`src/common/tstu_consts.svh`:
```
`ifndef TSTU_CONSTS_SVH
`define TSTU_CONSTS_SVH

// Widths
`define TSTU_NUM_CH          4
`define TSTU_CH_SEL_W        2
`define TSTU_TS_W            64
`define TSTU_CNT_W           32
`define TSTU_LEN_W           16
`define TSTU_OFS_W           24
`define TSTU_DIV_W           8

// Time unit is 125 ps; the Data Clock runs at 250 MHz (4000 ps)
`define TSTU_TIME_UNIT_PS    125
`define TSTU_CLK_PERIOD_PS   4000
`define TSTU_UNITS_PER_CLK   (`TSTU_CLK_PERIOD_PS / `TSTU_TIME_UNIT_PS)

// Reset values
`define TSTU_TS_RST          64'h0
`define TSTU_CNT_RST         32'h0

`endif

```
`src/common/tstu_pkg.sv`:
```
package tstu_pkg;

  // Active trigger type
  typedef enum logic [5:0] {
    TSTU_SRC_LEVEL    = 6'h01,
    TSTU_SRC_PERIODIC = 6'h02,
    TSTU_SRC_SOFTWARE = 6'h04,
    TSTU_SRC_BACKPL   = 6'h08,
    TSTU_SRC_FRONT    = 6'h10,
    TSTU_SRC_SYNC     = 6'h20
  } tstu_src_e;

  // Timestamp reset mode
  typedef enum logic [1:0] {
    TSTU_RMODE_REPEAT = 2'h0,
    TSTU_RMODE_SINGLE = 2'h1
  } tstu_rmode_e;

  // Timestamp reset arm state
  typedef enum logic [2:0] {
    TSTU_RS_DISARMED = 3'h1,
    TSTU_RS_ARMED    = 3'h2,
    TSTU_RS_DONE     = 3'h4
  } tstu_rst_state_e;

endpackage

```
`src/rtl/tstu_trigger_timestamp_unit.sv`:
```
`timescale 1ns/100ps
`include "tstu_consts.svh"
// Functional notes
// RQ1: One level detector per input; software picks which channel's detector triggers.
// RQ2: Software selects exactly one active trigger source from six types.
// RQ3: Software fire command is a pulse and one selectable trigger source.
// RQ4: Trigger output enabled makes the front connector unusable as trigger input.
// RQ5: Selected triggers pass a blocking gate before reaching acquisition.
// RQ6: Only software-selected channels contribute data to records.
// RQ7: Frame grouping counts accepted triggers into groups set by software.
// RQ8: Pretrigger lets a record start a programmable number of samples early.
// RQ9: Trigger delay holds record start off by programmed samples.
// RQ10: Trigger time, start offset and sample interval reported in 125 ps units.
// RQ11: Start offset negative with pretrigger, positive with trigger delay.
// RQ12: Sample interval follows sample skip and sampling clock setting.
// RQ13: Timestamp counter runs on the internal clock from the selected reference.
// RQ14: Captured timestamp equals time since latest counter start or reset.
// RQ15: Counter cleared at power-up; no external reset while disarmed.
// RQ16: Reset source selectable from front trigger, sync or other sources.
// RQ17: Software disarms, then sets source and mode, then arms.
// RQ18: Repeating mode clears counter on every selected source pulse.
// RQ19: Single mode clears counter on first pulse only, ignores later ones.
// RQ20: Reset pulses counted, stored in record header and readable.
// RQ21: Front trigger reset has sample resolution; sync and backplane clock resolution.
// RQ22: Data Clock is the 250 MHz processing clock.
// RQ23: Accepted reset loads zero, counting resumes on the next cycle.
module tstu_trigger_timestamp_unit (
  // Clock and reset
  input  wire logic                          sys_clk_i,
  input  wire logic                          rst_i,
  // Trigger inputs
  input  wire logic [`TSTU_NUM_CH-1:0]       level_hit_i,
  input  wire logic                          software_fire_cmd_i,
  input  wire logic                          backplane_front_trigger_connector_i,
  input  wire logic                          front_trigger_connector_i,
  input  wire logic [2:0]                    front_front_trigger_connector_subsample_i,
  input  wire logic                          sync_in_i,
  // Trigger selection and output
  input  wire logic [`TSTU_CH_SEL_W-1:0]     level_channel_sel_i,
  input  wire tstu_pkg::tstu_src_e           trigger_source_select_cmd_i,
  input  wire logic                          trigger_out_enable_cmd_i,
  input  wire logic [`TSTU_DIV_W-1:0]        periodic_period_i,
  output logic                               front_trigger_connector_o,
  output logic                               front_trigger_connector_oe_o,
  // Blocking, grouping and channels
  input  wire logic                          trigger_gate_open_i,
  input  wire logic [`TSTU_LEN_W-1:0]        frame_group_size_i,
  input  wire logic [`TSTU_NUM_CH-1:0]       channel_select_cmd_i,
  output logic [`TSTU_NUM_CH-1:0]            record_channels_o,
  output logic [`TSTU_LEN_W-1:0]             frame_index_o,
  // Trigger position
  input  wire logic [`TSTU_LEN_W-1:0]        pretrigger_length_cmd_i,
  input  wire logic [`TSTU_LEN_W-1:0]        trigger_delay_cmd_i,
  input  wire logic [`TSTU_DIV_W-1:0]        sample_skip_i,
  input  wire logic [`TSTU_DIV_W-1:0]        units_per_sample_i,
  // Timestamp reset control
  input  wire logic                          time_reset_disarm_cmd_i,
  input  wire logic                          time_reset_setup_cmd_i,
  input  wire logic                          time_reset_arm_cmd_i,
  input  wire tstu_pkg::tstu_src_e           time_reset_src_i,
  input  wire tstu_pkg::tstu_rmode_e         time_reset_mode_i,
  // Accept and start strobes, record header and live counters
  output logic                               front_trigger_connector_accept_o,
  output logic                               record_start_o,
  output logic [`TSTU_TS_W-1:0]              time_stamp_o,
  output logic signed [`TSTU_OFS_W-1:0]      record_start_ofs_o,
  output logic [`TSTU_OFS_W-1:0]             sample_period_o,
  output logic [`TSTU_CNT_W-1:0]             header_reset_count_o,
  output logic [`TSTU_CNT_W-1:0]             reset_pulse_count_read_o,
  output logic [`TSTU_TS_W-1:0]              time_unit_count_o
);
  import tstu_pkg::*;

  logic [`TSTU_DIV_W-1:0]        per_cnt_q;
  logic                          per_pulse;
  logic                          level_sel;
  logic                          front_in;
  logic                          front_trigger_connector_sel;
  logic                          front_trigger_connector_prev_q;
  logic                          front_trigger_connector_edge;
  logic                          accept;
  logic [`TSTU_LEN_W-1:0]        grp_cnt_q;
  logic [`TSTU_LEN_W-1:0]        delay_cnt_q;
  logic                          delay_run_q;
  logic [`TSTU_TS_W-1:0]         ts_q;
  logic [`TSTU_CNT_W-1:0]        rst_cnt_q;
  tstu_rst_state_e               rs_q;
  tstu_src_e                     rsrc_q;
  tstu_rmode_e                   rmode_q;
  logic                          rsrc_sig;
  logic                          rsrc_prev_q;
  logic                          rsrc_edge;
  logic                          take_reset;
  logic [`TSTU_TS_W-1:0]         sub_ofs;
  logic [`TSTU_OFS_W-1:0]        spp;
  logic [`TSTU_NUM_CH-1:0]       lvl_prev_q;
  logic [`TSTU_NUM_CH-1:0]       lvl_edge;
  logic                          grp_wrap;
  logic [`TSTU_DIV_W-1:0]        skip_eff;
  logic signed [`TSTU_OFS_W-1:0] start_ofs;

  // Internal periodic generator
  always_ff @(posedge sys_clk_i) begin
    if (rst_i || per_pulse) begin
      per_cnt_q <= 8'h00;
    end else begin
      per_cnt_q <= per_cnt_q + 8'h01;
    end
  end
  assign per_pulse = (per_cnt_q >= periodic_period_i);

  // One detector per input: a hit counts on its rising edge only
  for (genvar ch = 0; ch < `TSTU_NUM_CH; ch++) begin : g_lvl
    always_ff @(posedge sys_clk_i) begin
      if (rst_i) begin
        lvl_prev_q[ch] <= 1'b0;
      end else begin
        lvl_prev_q[ch] <= level_hit_i[ch];
      end
    end
    assign lvl_edge[ch] = level_hit_i[ch] & ~lvl_prev_q[ch]; // RQ1
  end
  assign level_sel = lvl_edge[level_channel_sel_i]; // RQ1

  // Connector is ours while driving, so its input is ignored
  assign front_in  = front_trigger_connector_i & ~trigger_out_enable_cmd_i; // RQ4

  always_comb begin
    unique case (trigger_source_select_cmd_i) // RQ2
      TSTU_SRC_LEVEL:    front_trigger_connector_sel = level_sel;
      TSTU_SRC_PERIODIC: front_trigger_connector_sel = per_pulse;
      TSTU_SRC_SOFTWARE: front_trigger_connector_sel = software_fire_cmd_i; // RQ3
      TSTU_SRC_BACKPL:   front_trigger_connector_sel = backplane_front_trigger_connector_i;
      TSTU_SRC_FRONT:    front_trigger_connector_sel = front_in;
      TSTU_SRC_SYNC:     front_trigger_connector_sel = sync_in_i;
      default:           front_trigger_connector_sel = 1'b0;
    endcase
  end

  always_ff @(posedge sys_clk_i) begin
    if (rst_i) begin
      front_trigger_connector_prev_q <= 1'b0;
    end else begin
      front_trigger_connector_prev_q <= front_trigger_connector_sel;
    end
  end
  assign front_trigger_connector_edge = front_trigger_connector_sel & ~front_trigger_connector_prev_q;
  assign accept    = front_trigger_connector_edge & trigger_gate_open_i; // RQ5

  // Trigger output drives the connector with the selected trigger, and low while the front connector is the source
  always_ff @(posedge sys_clk_i) begin
    if (rst_i) begin
      front_trigger_connector_o <= 1'b0;
    end else begin
      front_trigger_connector_o <= front_trigger_connector_sel & (trigger_source_select_cmd_i != TSTU_SRC_FRONT);
    end
  end

  // Driver enable follows the command one cycle later
  always_ff @(posedge sys_clk_i) begin
    if (rst_i) begin
      front_trigger_connector_oe_o <= 1'b0;
    end else begin
      front_trigger_connector_oe_o <= trigger_out_enable_cmd_i; // RQ4
    end
  end

  always_ff @(posedge sys_clk_i) begin
    if (rst_i) begin
      record_channels_o <= '0;
    end else begin
      record_channels_o <= channel_select_cmd_i; // RQ6
    end
  end

  // Size zero means no group wrap; the index only rolls over at its 16-bit limit
  assign grp_wrap = (frame_group_size_i != 16'h0000) &&
                    (grp_cnt_q >= frame_group_size_i - 16'h0001);

  // Frame grouping: index within current group, wraps at group size
  always_ff @(posedge sys_clk_i) begin
    if (rst_i) begin
      grp_cnt_q <= 16'h0000;
    end else if (accept) begin
      if (grp_wrap) begin
        grp_cnt_q <= 16'h0000; // RQ7
      end else begin
        grp_cnt_q <= grp_cnt_q + 16'h0001; // RQ7
      end
    end
  end
  assign frame_index_o = grp_cnt_q;

  // Source and mode are only taken while disarmed, so an armed unit
  // cannot change what resets its counter
  always_ff @(posedge sys_clk_i) begin
    if (rst_i) begin
      rsrc_q  <= TSTU_SRC_FRONT;
      rmode_q <= TSTU_RMODE_REPEAT;
    end else if (time_reset_setup_cmd_i && rs_q == TSTU_RS_DISARMED) begin
      rsrc_q  <= time_reset_src_i; // RQ16
      rmode_q <= time_reset_mode_i; // RQ17
    end
  end

  // Timestamp reset arm state machine; disarm wins over a same-cycle arm
  always_ff @(posedge sys_clk_i) begin
    if (rst_i) begin
      rs_q <= TSTU_RS_DISARMED;
    end else if (time_reset_disarm_cmd_i) begin
      rs_q <= TSTU_RS_DISARMED; // RQ17
    end else begin
      unique case (rs_q)
        TSTU_RS_DISARMED: begin
          if (time_reset_arm_cmd_i) begin
            rs_q <= TSTU_RS_ARMED; // RQ17
          end
        end
        TSTU_RS_ARMED: begin
          if (take_reset && rmode_q == TSTU_RMODE_SINGLE) begin
            rs_q <= TSTU_RS_DONE; // RQ19
          end
        end
        TSTU_RS_DONE: begin
          rs_q <= TSTU_RS_DONE;
        end
        default: begin
          rs_q <= TSTU_RS_DISARMED;
        end
      endcase
    end
  end

  always_comb begin
    unique case (rsrc_q) // RQ16
      TSTU_SRC_LEVEL:    rsrc_sig = level_sel;
      TSTU_SRC_PERIODIC: rsrc_sig = per_pulse;
      TSTU_SRC_SOFTWARE: rsrc_sig = software_fire_cmd_i;
      TSTU_SRC_BACKPL:   rsrc_sig = backplane_front_trigger_connector_i;
      TSTU_SRC_FRONT:    rsrc_sig = front_in;
      TSTU_SRC_SYNC:     rsrc_sig = sync_in_i;
      default:           rsrc_sig = 1'b0;
    endcase
  end

  always_ff @(posedge sys_clk_i) begin
    if (rst_i) begin
      rsrc_prev_q <= 1'b0;
    end else begin
      rsrc_prev_q <= rsrc_sig;
    end
  end
  assign rsrc_edge  = rsrc_sig & ~rsrc_prev_q;
  // Only while armed; disarmed and single-done states ignore pulses
  assign take_reset = rsrc_edge & (rs_q == TSTU_RS_ARMED); // RQ15 RQ18 RQ19

  // Front trigger carries a sub-cycle phase; sync/backplane only clock resolution
  assign sub_ofs = (rsrc_q == TSTU_SRC_FRONT) ?
                   {61'h0, front_front_trigger_connector_subsample_i} : `TSTU_TS_RST; // RQ21

  // Timestamp counter on the 250 MHz Data Clock, in 125 ps units
  always_ff @(posedge sys_clk_i) begin
    if (rst_i) begin
      ts_q <= `TSTU_TS_RST; // RQ15
    end else if (take_reset) begin
      ts_q <= `TSTU_TS_RST; // RQ23
    end else begin
      ts_q <= ts_q + 64'(`TSTU_UNITS_PER_CLK); // RQ13 RQ22
    end
  end
  assign time_unit_count_o = ts_q;

  always_ff @(posedge sys_clk_i) begin
    if (rst_i) begin
      rst_cnt_q <= `TSTU_CNT_RST;
    end else if (take_reset) begin
      rst_cnt_q <= rst_cnt_q + 32'h1; // RQ20
    end
  end
  assign reset_pulse_count_read_o = rst_cnt_q; // RQ20

  // Sample interval scales with skip and sampling clock; a skip of zero acts as one
  assign skip_eff = (sample_skip_i == 8'h00) ? 8'h01 : sample_skip_i;
  assign spp      = 24'(units_per_sample_i) * 24'(skip_eff); // RQ12

  // Delay wins when both are programmed, so the offset then points forward
  always_comb begin
    if (trigger_delay_cmd_i != 16'h0000) begin
      start_ofs = signed'(24'(trigger_delay_cmd_i) * spp); // RQ11
    end else begin
      start_ofs = -signed'(24'(pretrigger_length_cmd_i) * spp); // RQ11
    end
  end

  // Trigger delay holdoff; a new accept during a holdoff restarts it,
  // so a burst of triggers yields a single record start
  always_ff @(posedge sys_clk_i) begin
    if (rst_i) begin
      delay_cnt_q    <= 16'h0000;
      delay_run_q    <= 1'b0;
      record_start_o <= 1'b0;
    end else begin
      record_start_o <= 1'b0;
      if (accept) begin
        if (trigger_delay_cmd_i == 16'h0000) begin
          record_start_o <= 1'b1; // RQ8
        end else begin
          delay_run_q <= 1'b1;
          delay_cnt_q <= trigger_delay_cmd_i - 16'h0001;
        end
      end else if (delay_run_q) begin
        if (delay_cnt_q == 16'h0000) begin
          delay_run_q    <= 1'b0;
          record_start_o <= 1'b1; // RQ9
        end else begin
          delay_cnt_q <= delay_cnt_q - 16'h0001;
        end
      end
    end
  end

  // Accept strobe, one cycle after the qualified edge
  always_ff @(posedge sys_clk_i) begin
    if (rst_i) begin
      front_trigger_connector_accept_o <= 1'b0;
    end else begin
      front_trigger_connector_accept_o <= accept; // RQ5
    end
  end

  // Header fields hold until the next accepted trigger
  always_ff @(posedge sys_clk_i) begin
    if (rst_i) begin
      time_stamp_o         <= `TSTU_TS_RST;
      record_start_ofs_o   <= '0;
      sample_period_o      <= '0;
      header_reset_count_o <= `TSTU_CNT_RST;
    end else if (accept) begin
      time_stamp_o         <= ts_q + sub_ofs; // RQ14 RQ10
      record_start_ofs_o   <= start_ofs; // RQ11
      sample_period_o      <= spp; // RQ12
      header_reset_count_o <= rst_cnt_q; // RQ20
    end
  end

endmodule

```
`config.mk`:
```
export PLATFORM = sky130hd
export DESIGN_NAME = tstu_trigger_timestamp_unit
export DESIGN_NICKNAME = d
export VERILOG_FILES = /design/src/common/tstu_pkg.sv /design/src/rtl/tstu_trigger_timestamp_unit.sv
export VERILOG_INCLUDE_DIRS = /design/src /design/src/common
export SDC_FILE = /design/constraint.sdc
export NUM_CORES = 2
export LEC_CHECK = 0
export ABC_AREA = 1
export BUFFER_PORTS_ARGS = -buffer_cell sky130_fd_sc_hd__buf_2
export CORE_MARGIN = 2
export CORE_UTILIZATION = 50
export CTS_CLUSTER_SIZE = 25
export DETAILED_ROUTE_END_ITERATION = 16
export GPL_TIMING_DRIVEN = 0
export PLACE_DENSITY = 0.7
export SYNTH_ARGS = -nofsm -noshare
export SYNTH_HDL_FRONTEND = slang
export SYNTH_SLANG_ARGS = --single-unit
```
`constraint.sdc`:
```
create_clock -name sys_clk_i -period 12.7 [get_ports sys_clk_i]
set_input_delay 1.27 -clock sys_clk_i [delete_from_list [all_inputs] [get_ports sys_clk_i]]
set_output_delay 1.27 -clock sys_clk_i [all_outputs]
set_load 0.02 [all_outputs]
```
Yosys cells after proc, flatten, opt, wreduce, memory -nomap -nowiden
Cells that the tools add are included.
{"block": "word_totals", "register_bits": 298, "input_bits": 110, "output_inout_bits": 264, "word_cells": 114}
{"block": "op_classes", "add_sub_neg": 9, "multipliers": 3, "magnitude_cmp": 3, "eq_ne": 21, "n_mux": 23, "bitwise_logic": 17, "n_reduce_logical": 14}
{"cell": "16-bit two-way mux", "count": 5}
{"cell": "64-bit by 3-bit adder with 64-bit output", "count": 1}
{"cell": "64-bit by 6-bit adder with 64-bit output (second input constant)", "count": 1}
{"cell": "16-bit by 16-bit multiplier with 24-bit output", "count": 2}
{"cell": "16-bit by 1-bit subtractor with 16-bit output (second input constant)", "count": 3}
{"cell": "32-bit by 1-bit adder with 32-bit output (second input constant)", "count": 1}
{"cell": "16-bit logical NOT", "count": 2}
{"cell": "16-bit nonzero test", "count": 2}
{"cell": "24-bit two-way mux", "count": 1}
{"cell": "24-bit negator", "count": 1}
{"cell": "16-bit by 1-bit adder with 16-bit output (second input constant)", "count": 1}
{"cell": "16-bit >= comparator", "count": 1}
{"cell": "8-bit by 8-bit multiplier with 16-bit output", "count": 1}
{"cell": "6-bit by 1-bit == test with 1-bit output (second input constant)", "count": 2}
{"cell": "6-bit by 2-bit == test with 1-bit output (second input constant)", "count": 2}
{"cell": "6-bit by 3-bit == test with 1-bit output (second input constant)", "count": 2}
{"cell": "6-bit by 4-bit == test with 1-bit output (second input constant)", "count": 2}
{"cell": "6-bit by 5-bit == test with 1-bit output (second input constant)", "count": 2}
{"cell": "6-bit == test (second input constant)", "count": 2}
{"cell": "1-bit one-hot mux with 6 select lines", "count": 2}
{"cell": "1-bit bitwise AND", "count": 10}
{"cell": "1-bit two-way mux", "count": 9}
{"cell": "3-bit two-way mux", "count": 3}
{"cell": "3-bit one-hot mux with 3 select lines", "count": 1}
{"cell": "19 further kinds", "count": 31}

Logic depth before layout (Yosys ltp)
{"block": "depth", "ltp_word": 10, "depth_mapped": 52, "ltp_nobuf": 49}

Least setup slack after synthesis
Ideal clock, no wire load.
{"block": "synth_path", "kind": "input to register", "start": "input port sample_skip_i[6]", "end": "register record_start_ofs_o[21]", "setup_ns": 0.058, "t_arrival_ns": 10.209, "required_ns": 12.642, "path_slack_ns": 2.433, "path_stages": 44, "n_path_buf": 2, "cell_sequence": "clkbuf_1 > or4_1 > nor4_1 > nor2_1 > inv_1 > nand2_1 > fa_1 > fa_1 > fa_1 > inv_1 > ha_1 > nand2_1 > inv_1 > nand3_1 > nand3_1 > nand2_1 > inv_1 > clkbuf_1 > (+8 left out) > fa_1 > inv_1 > fa_1 > inv_1 > ha_1 > a21oi_1 > o21ai_0 > a21o_1 > a21oi_1 > inv_1 > a21oi_1 > nor2_1 > nor2_1 > xor2_1 > nand2_1 > nand3_1 > o211ai_1 > inv_1"}
{"block": "synth_between", "elab_chain_len": 6, "elab_cells_between_ends": 7, "cone_classes": "add/sub (1); mul (3); mux (2); reduce/logical (1)"}
{"element": "start: declaration", "line_no": "tstu_trigger_timestamp_unit.sv:54", "text": "input wire logic [`TSTU_DIV_W-1:0] sample_skip_i,"}
{"element": "8-bit logical NOT", "line_no": "tstu_trigger_timestamp_unit.sv:283", "text": "assign skip_eff = (sample_skip_i == 8'h00) ? 8'h01 : sample_skip_i;"}
{"element": "8-bit two-way mux *", "line_no": "tstu_trigger_timestamp_unit.sv:283"}
{"element": "8-bit by 8-bit multiplier with 16-bit output *", "line_no": "tstu_trigger_timestamp_unit.sv:284", "text": "assign spp = 24'(units_per_sample_i) * 24'(skip_eff);"}
{"element": "16-bit by 16-bit multiplier with 24-bit output", "line_no": "tstu_trigger_timestamp_unit.sv:291", "text": "start_ofs = -signed'(24'(pretrigger_length_cmd_i) * spp);"}
{"element": "24-bit negator", "line_no": "tstu_trigger_timestamp_unit.sv:291"}
{"element": "24-bit two-way mux *", "line_no": "tstu_trigger_timestamp_unit.sv:288", "text": "if (trigger_delay_cmd_i != 16'h0000) begin"}
{"element": "end signal: assignment", "line_no": "tstu_trigger_timestamp_unit.sv:340", "text": "record_start_ofs_o <= start_ofs;"}
{"element": "end: declaration", "line_no": "tstu_trigger_timestamp_unit.sv:66", "text": "output logic signed [`TSTU_OFS_W-1:0] record_start_ofs_o,"}
Every way passes the cells marked *; elsewhere a longest branch is shown, timed or not.
A chain may end at the register's enable or synchronous reset.

Worst setup path after layout
Ends and elaborated chain as after synthesis.

==> metrics.cfg <==
[critical_path]
worstPathArrival_ps = 12490
critPathMaxStageDelay_ps = 680
critPathCaptureType = flop
crit_top_cell = fa_1
startpoint_type = primary input
cp_max_fo = 10
slowest_stage = clkbuf_1
critical_path_required_ps = 13200
crit_type = in2reg

[sta]
fmax_mhz = 83.4
tns_ps = 0
tightest_slew_ps = 1090
fin_crit_ps = 11990
slew_viol_final = 0
rsz0062_at_grt = no
relSlewSlack = 0.273
final_hold_viol_count = 0
period_share = 0.944
clock_skew_ps = 60.5
worst_slack_ps = 711
setup_viol = 0

[clock_tree]
cts-resized-gates = 0
cts_root_buf = clkbuf_16
cts_tree = built
clk_latency_ps = 610
cts_hold_buf = 0
htree_num_levels = 1
cts_buffers = 30
postCtsSetupRepairBufs = 0
cts_sinks = 291
clk_pin_slew_ps = 60
clockBufferDepth = 3

[die]
dieWidth_um = 250
die_area_um2 = 62600
core_um2 = 60100
initial_core_util = 0.504
io_pins = 374
dieHeight_um = 250
rows = 90

[placed_design]
place_congestion = 0.961
dp.final_hpwl_mm = 79.8
dp.cells = 5238
place_worst_setup_slack_ps = 273
io_buffer_count = 335

[route]
drt_first_iter_violations = 2197
vias_per_cell = 5.32
ant_nets = 0
vias = 28200
wl_per_cell_um = 18.7
wirelength_mm = 98.9
drc = 0
firstDrtPassIters = 6

[synth]
synth_top_area_frac = 0.252
synth-edff-count = 0
synth_area_leader_cell = fa_1
synth_flop_cell = dfxtp_1
synth.avg_cell_area_um2 = 7.37
yosys-top-cells-area = fa_1, dfxtp_1, nand2_1
ys_warn_count = 0
syn_area_um2 = 30300
synthArstFlopShare = 0
ys_seq_elements = 291
synth_cell_types = 54
yosysSeqAreaShare = 0.192
syn_inst = 4107

[grt]
gr-total-overflow = 0
first_global_vias = 28100
grt_start_max_net_pins = 18
grt_pass1_wl_mm = 155
antenna_found_initial = 4
grt_use_total = 0.316

[run_status]
status = completed

[final_layout]
final_nets = 5189
nFillCells = 5944
area_delta_synth_final_pct = 12.6
drive_gt1_frac = 0.110
final_util = 0.567
final_cell_count_no_fill = 5295

[flow_run]
maxCapViolations = 0

[hold_path]
holdCritPathClass = reg2reg

[sequential cells by signal (all words and copies together), names as in the netlist, 2 cells and up]
name and count:
rsrc_q 6, reset_pulse_count_read_o 32, frame_index_o 16, sample_period_o 16, delay_cnt_q 16, record_start_ofs_o 24, record_channels_o 4, rmode_q 2
lvl_prev_q 4, rs_q 3, time_unit_count_o 59, time_stamp_o 62, header_reset_count_o 32, per_cnt_q 8
[cell usage in the layout (no fill, tap or decap), types with 9 or more instances in the layout]
cell type	Yosys	layout
a211oi_1	12	12
a21oi_1	211	211
a31oi_1	22	22
buf_1	18	18
buf_2	12	347
buf_4	15	15
clkbuf_1	130	132
clkbuf_16	0	30
conb_1	1	15
dfxtp_1	291	291
fa_1	381	381
ha_1	210	210
inv_1	813	813
inv_2	19	19
nand2_1	860	860
nand2_2	13	13
nand3_1	112	112
nand3b_1	9	9
nand4_1	41	41
nor2_1	426	426
nor2_2	14	14
nor3_1	70	70
nor3b_1	17	17
nor4_1	27	27
o211ai_1	10	10
o21ai_0	201	201
o21ai_1	19	19
xnor2_1	28	28
xor2_1	62	62
[synth_stat cells, types with 62 or more instances]
master / n
ha_1: 210
inv_1: 813
nor3_1: 70
clkbuf_1: 130
o21ai_0: 201
a21oi_1: 211
dfxtp_1: 291
nand3_1: 112
nand2_1: 860
fa_1: 381
xor2_1: 62
nor2_1: 426
[cell type report]
type                       instances  area [µm²]  share of cell area
multi-input combinational       2818       20600               0.605
clock buffer                      36         813              0.0238
inverter                         835        3130              0.0919
antenna                            1        2.50           0.0000734
clock inverter                    20         297             0.00870
buffer                           177         744              0.0218
timing repair buffer             335        1680              0.0492
sequential                       291        5830               0.171
tap                              782         978              0.0287
[final timing paths]
| kind | cells past startpoint | to | slack [ps] | startpoint |
|---|---|---|---|---|
| worst max-delay path | 39 | record_start_ofs_o[21] | 710 | sample_skip_i[6] |
| worst min-delay path | 2 | rmode_q[1] | 460 | rmode_q[1] |
| worst max register to register | 12 | record_start_ofs_o[11] | 9330 | per_cnt_q[6] |
| worst min register to register | 2 | rmode_q[1] | 460 | rmode_q[1] |
[per-stage QoR]
stage	hold slack (ps)	instance area, µm²
3_3_place_gp	444	33000
6_report	460	34100
5_1_grt	485	34100
3_5_place_dp	448	33000
2_1_floorplan	429	30300
4_1_cts	463	34100
[cell families after synthesis]
family | synth area share
xor gates and xnor gates | 0.0260
DFF | 0.192
AOI/OAI and AO/OA | 0.0878
and+or+nand+nor | 0.227
buffers and inverters | 0.128
adders and majority gates | 0.339
other | 0.000124
[routing by layer]
metal / part of all wire / track usage
met1: 0.41 / 0.408
met2: 0.46 / 0.524
met3: 0.092 / 0.0762
met4: 0.037 / 0.101
met5: 0.00035 / 0
[critical path, delay by kind of cell]
kind | cells | cell delay, ps
xor+xnor | 1 | 310
fa+ha+maj | 11 | 5480
simple gates | 17 | 3520
buf+inv | 9 | 1770
compound gates | 1 | 100
Power is not shown: default switching activity piles up to over one toggle a cycle in this logic, so the estimate is an artifact.
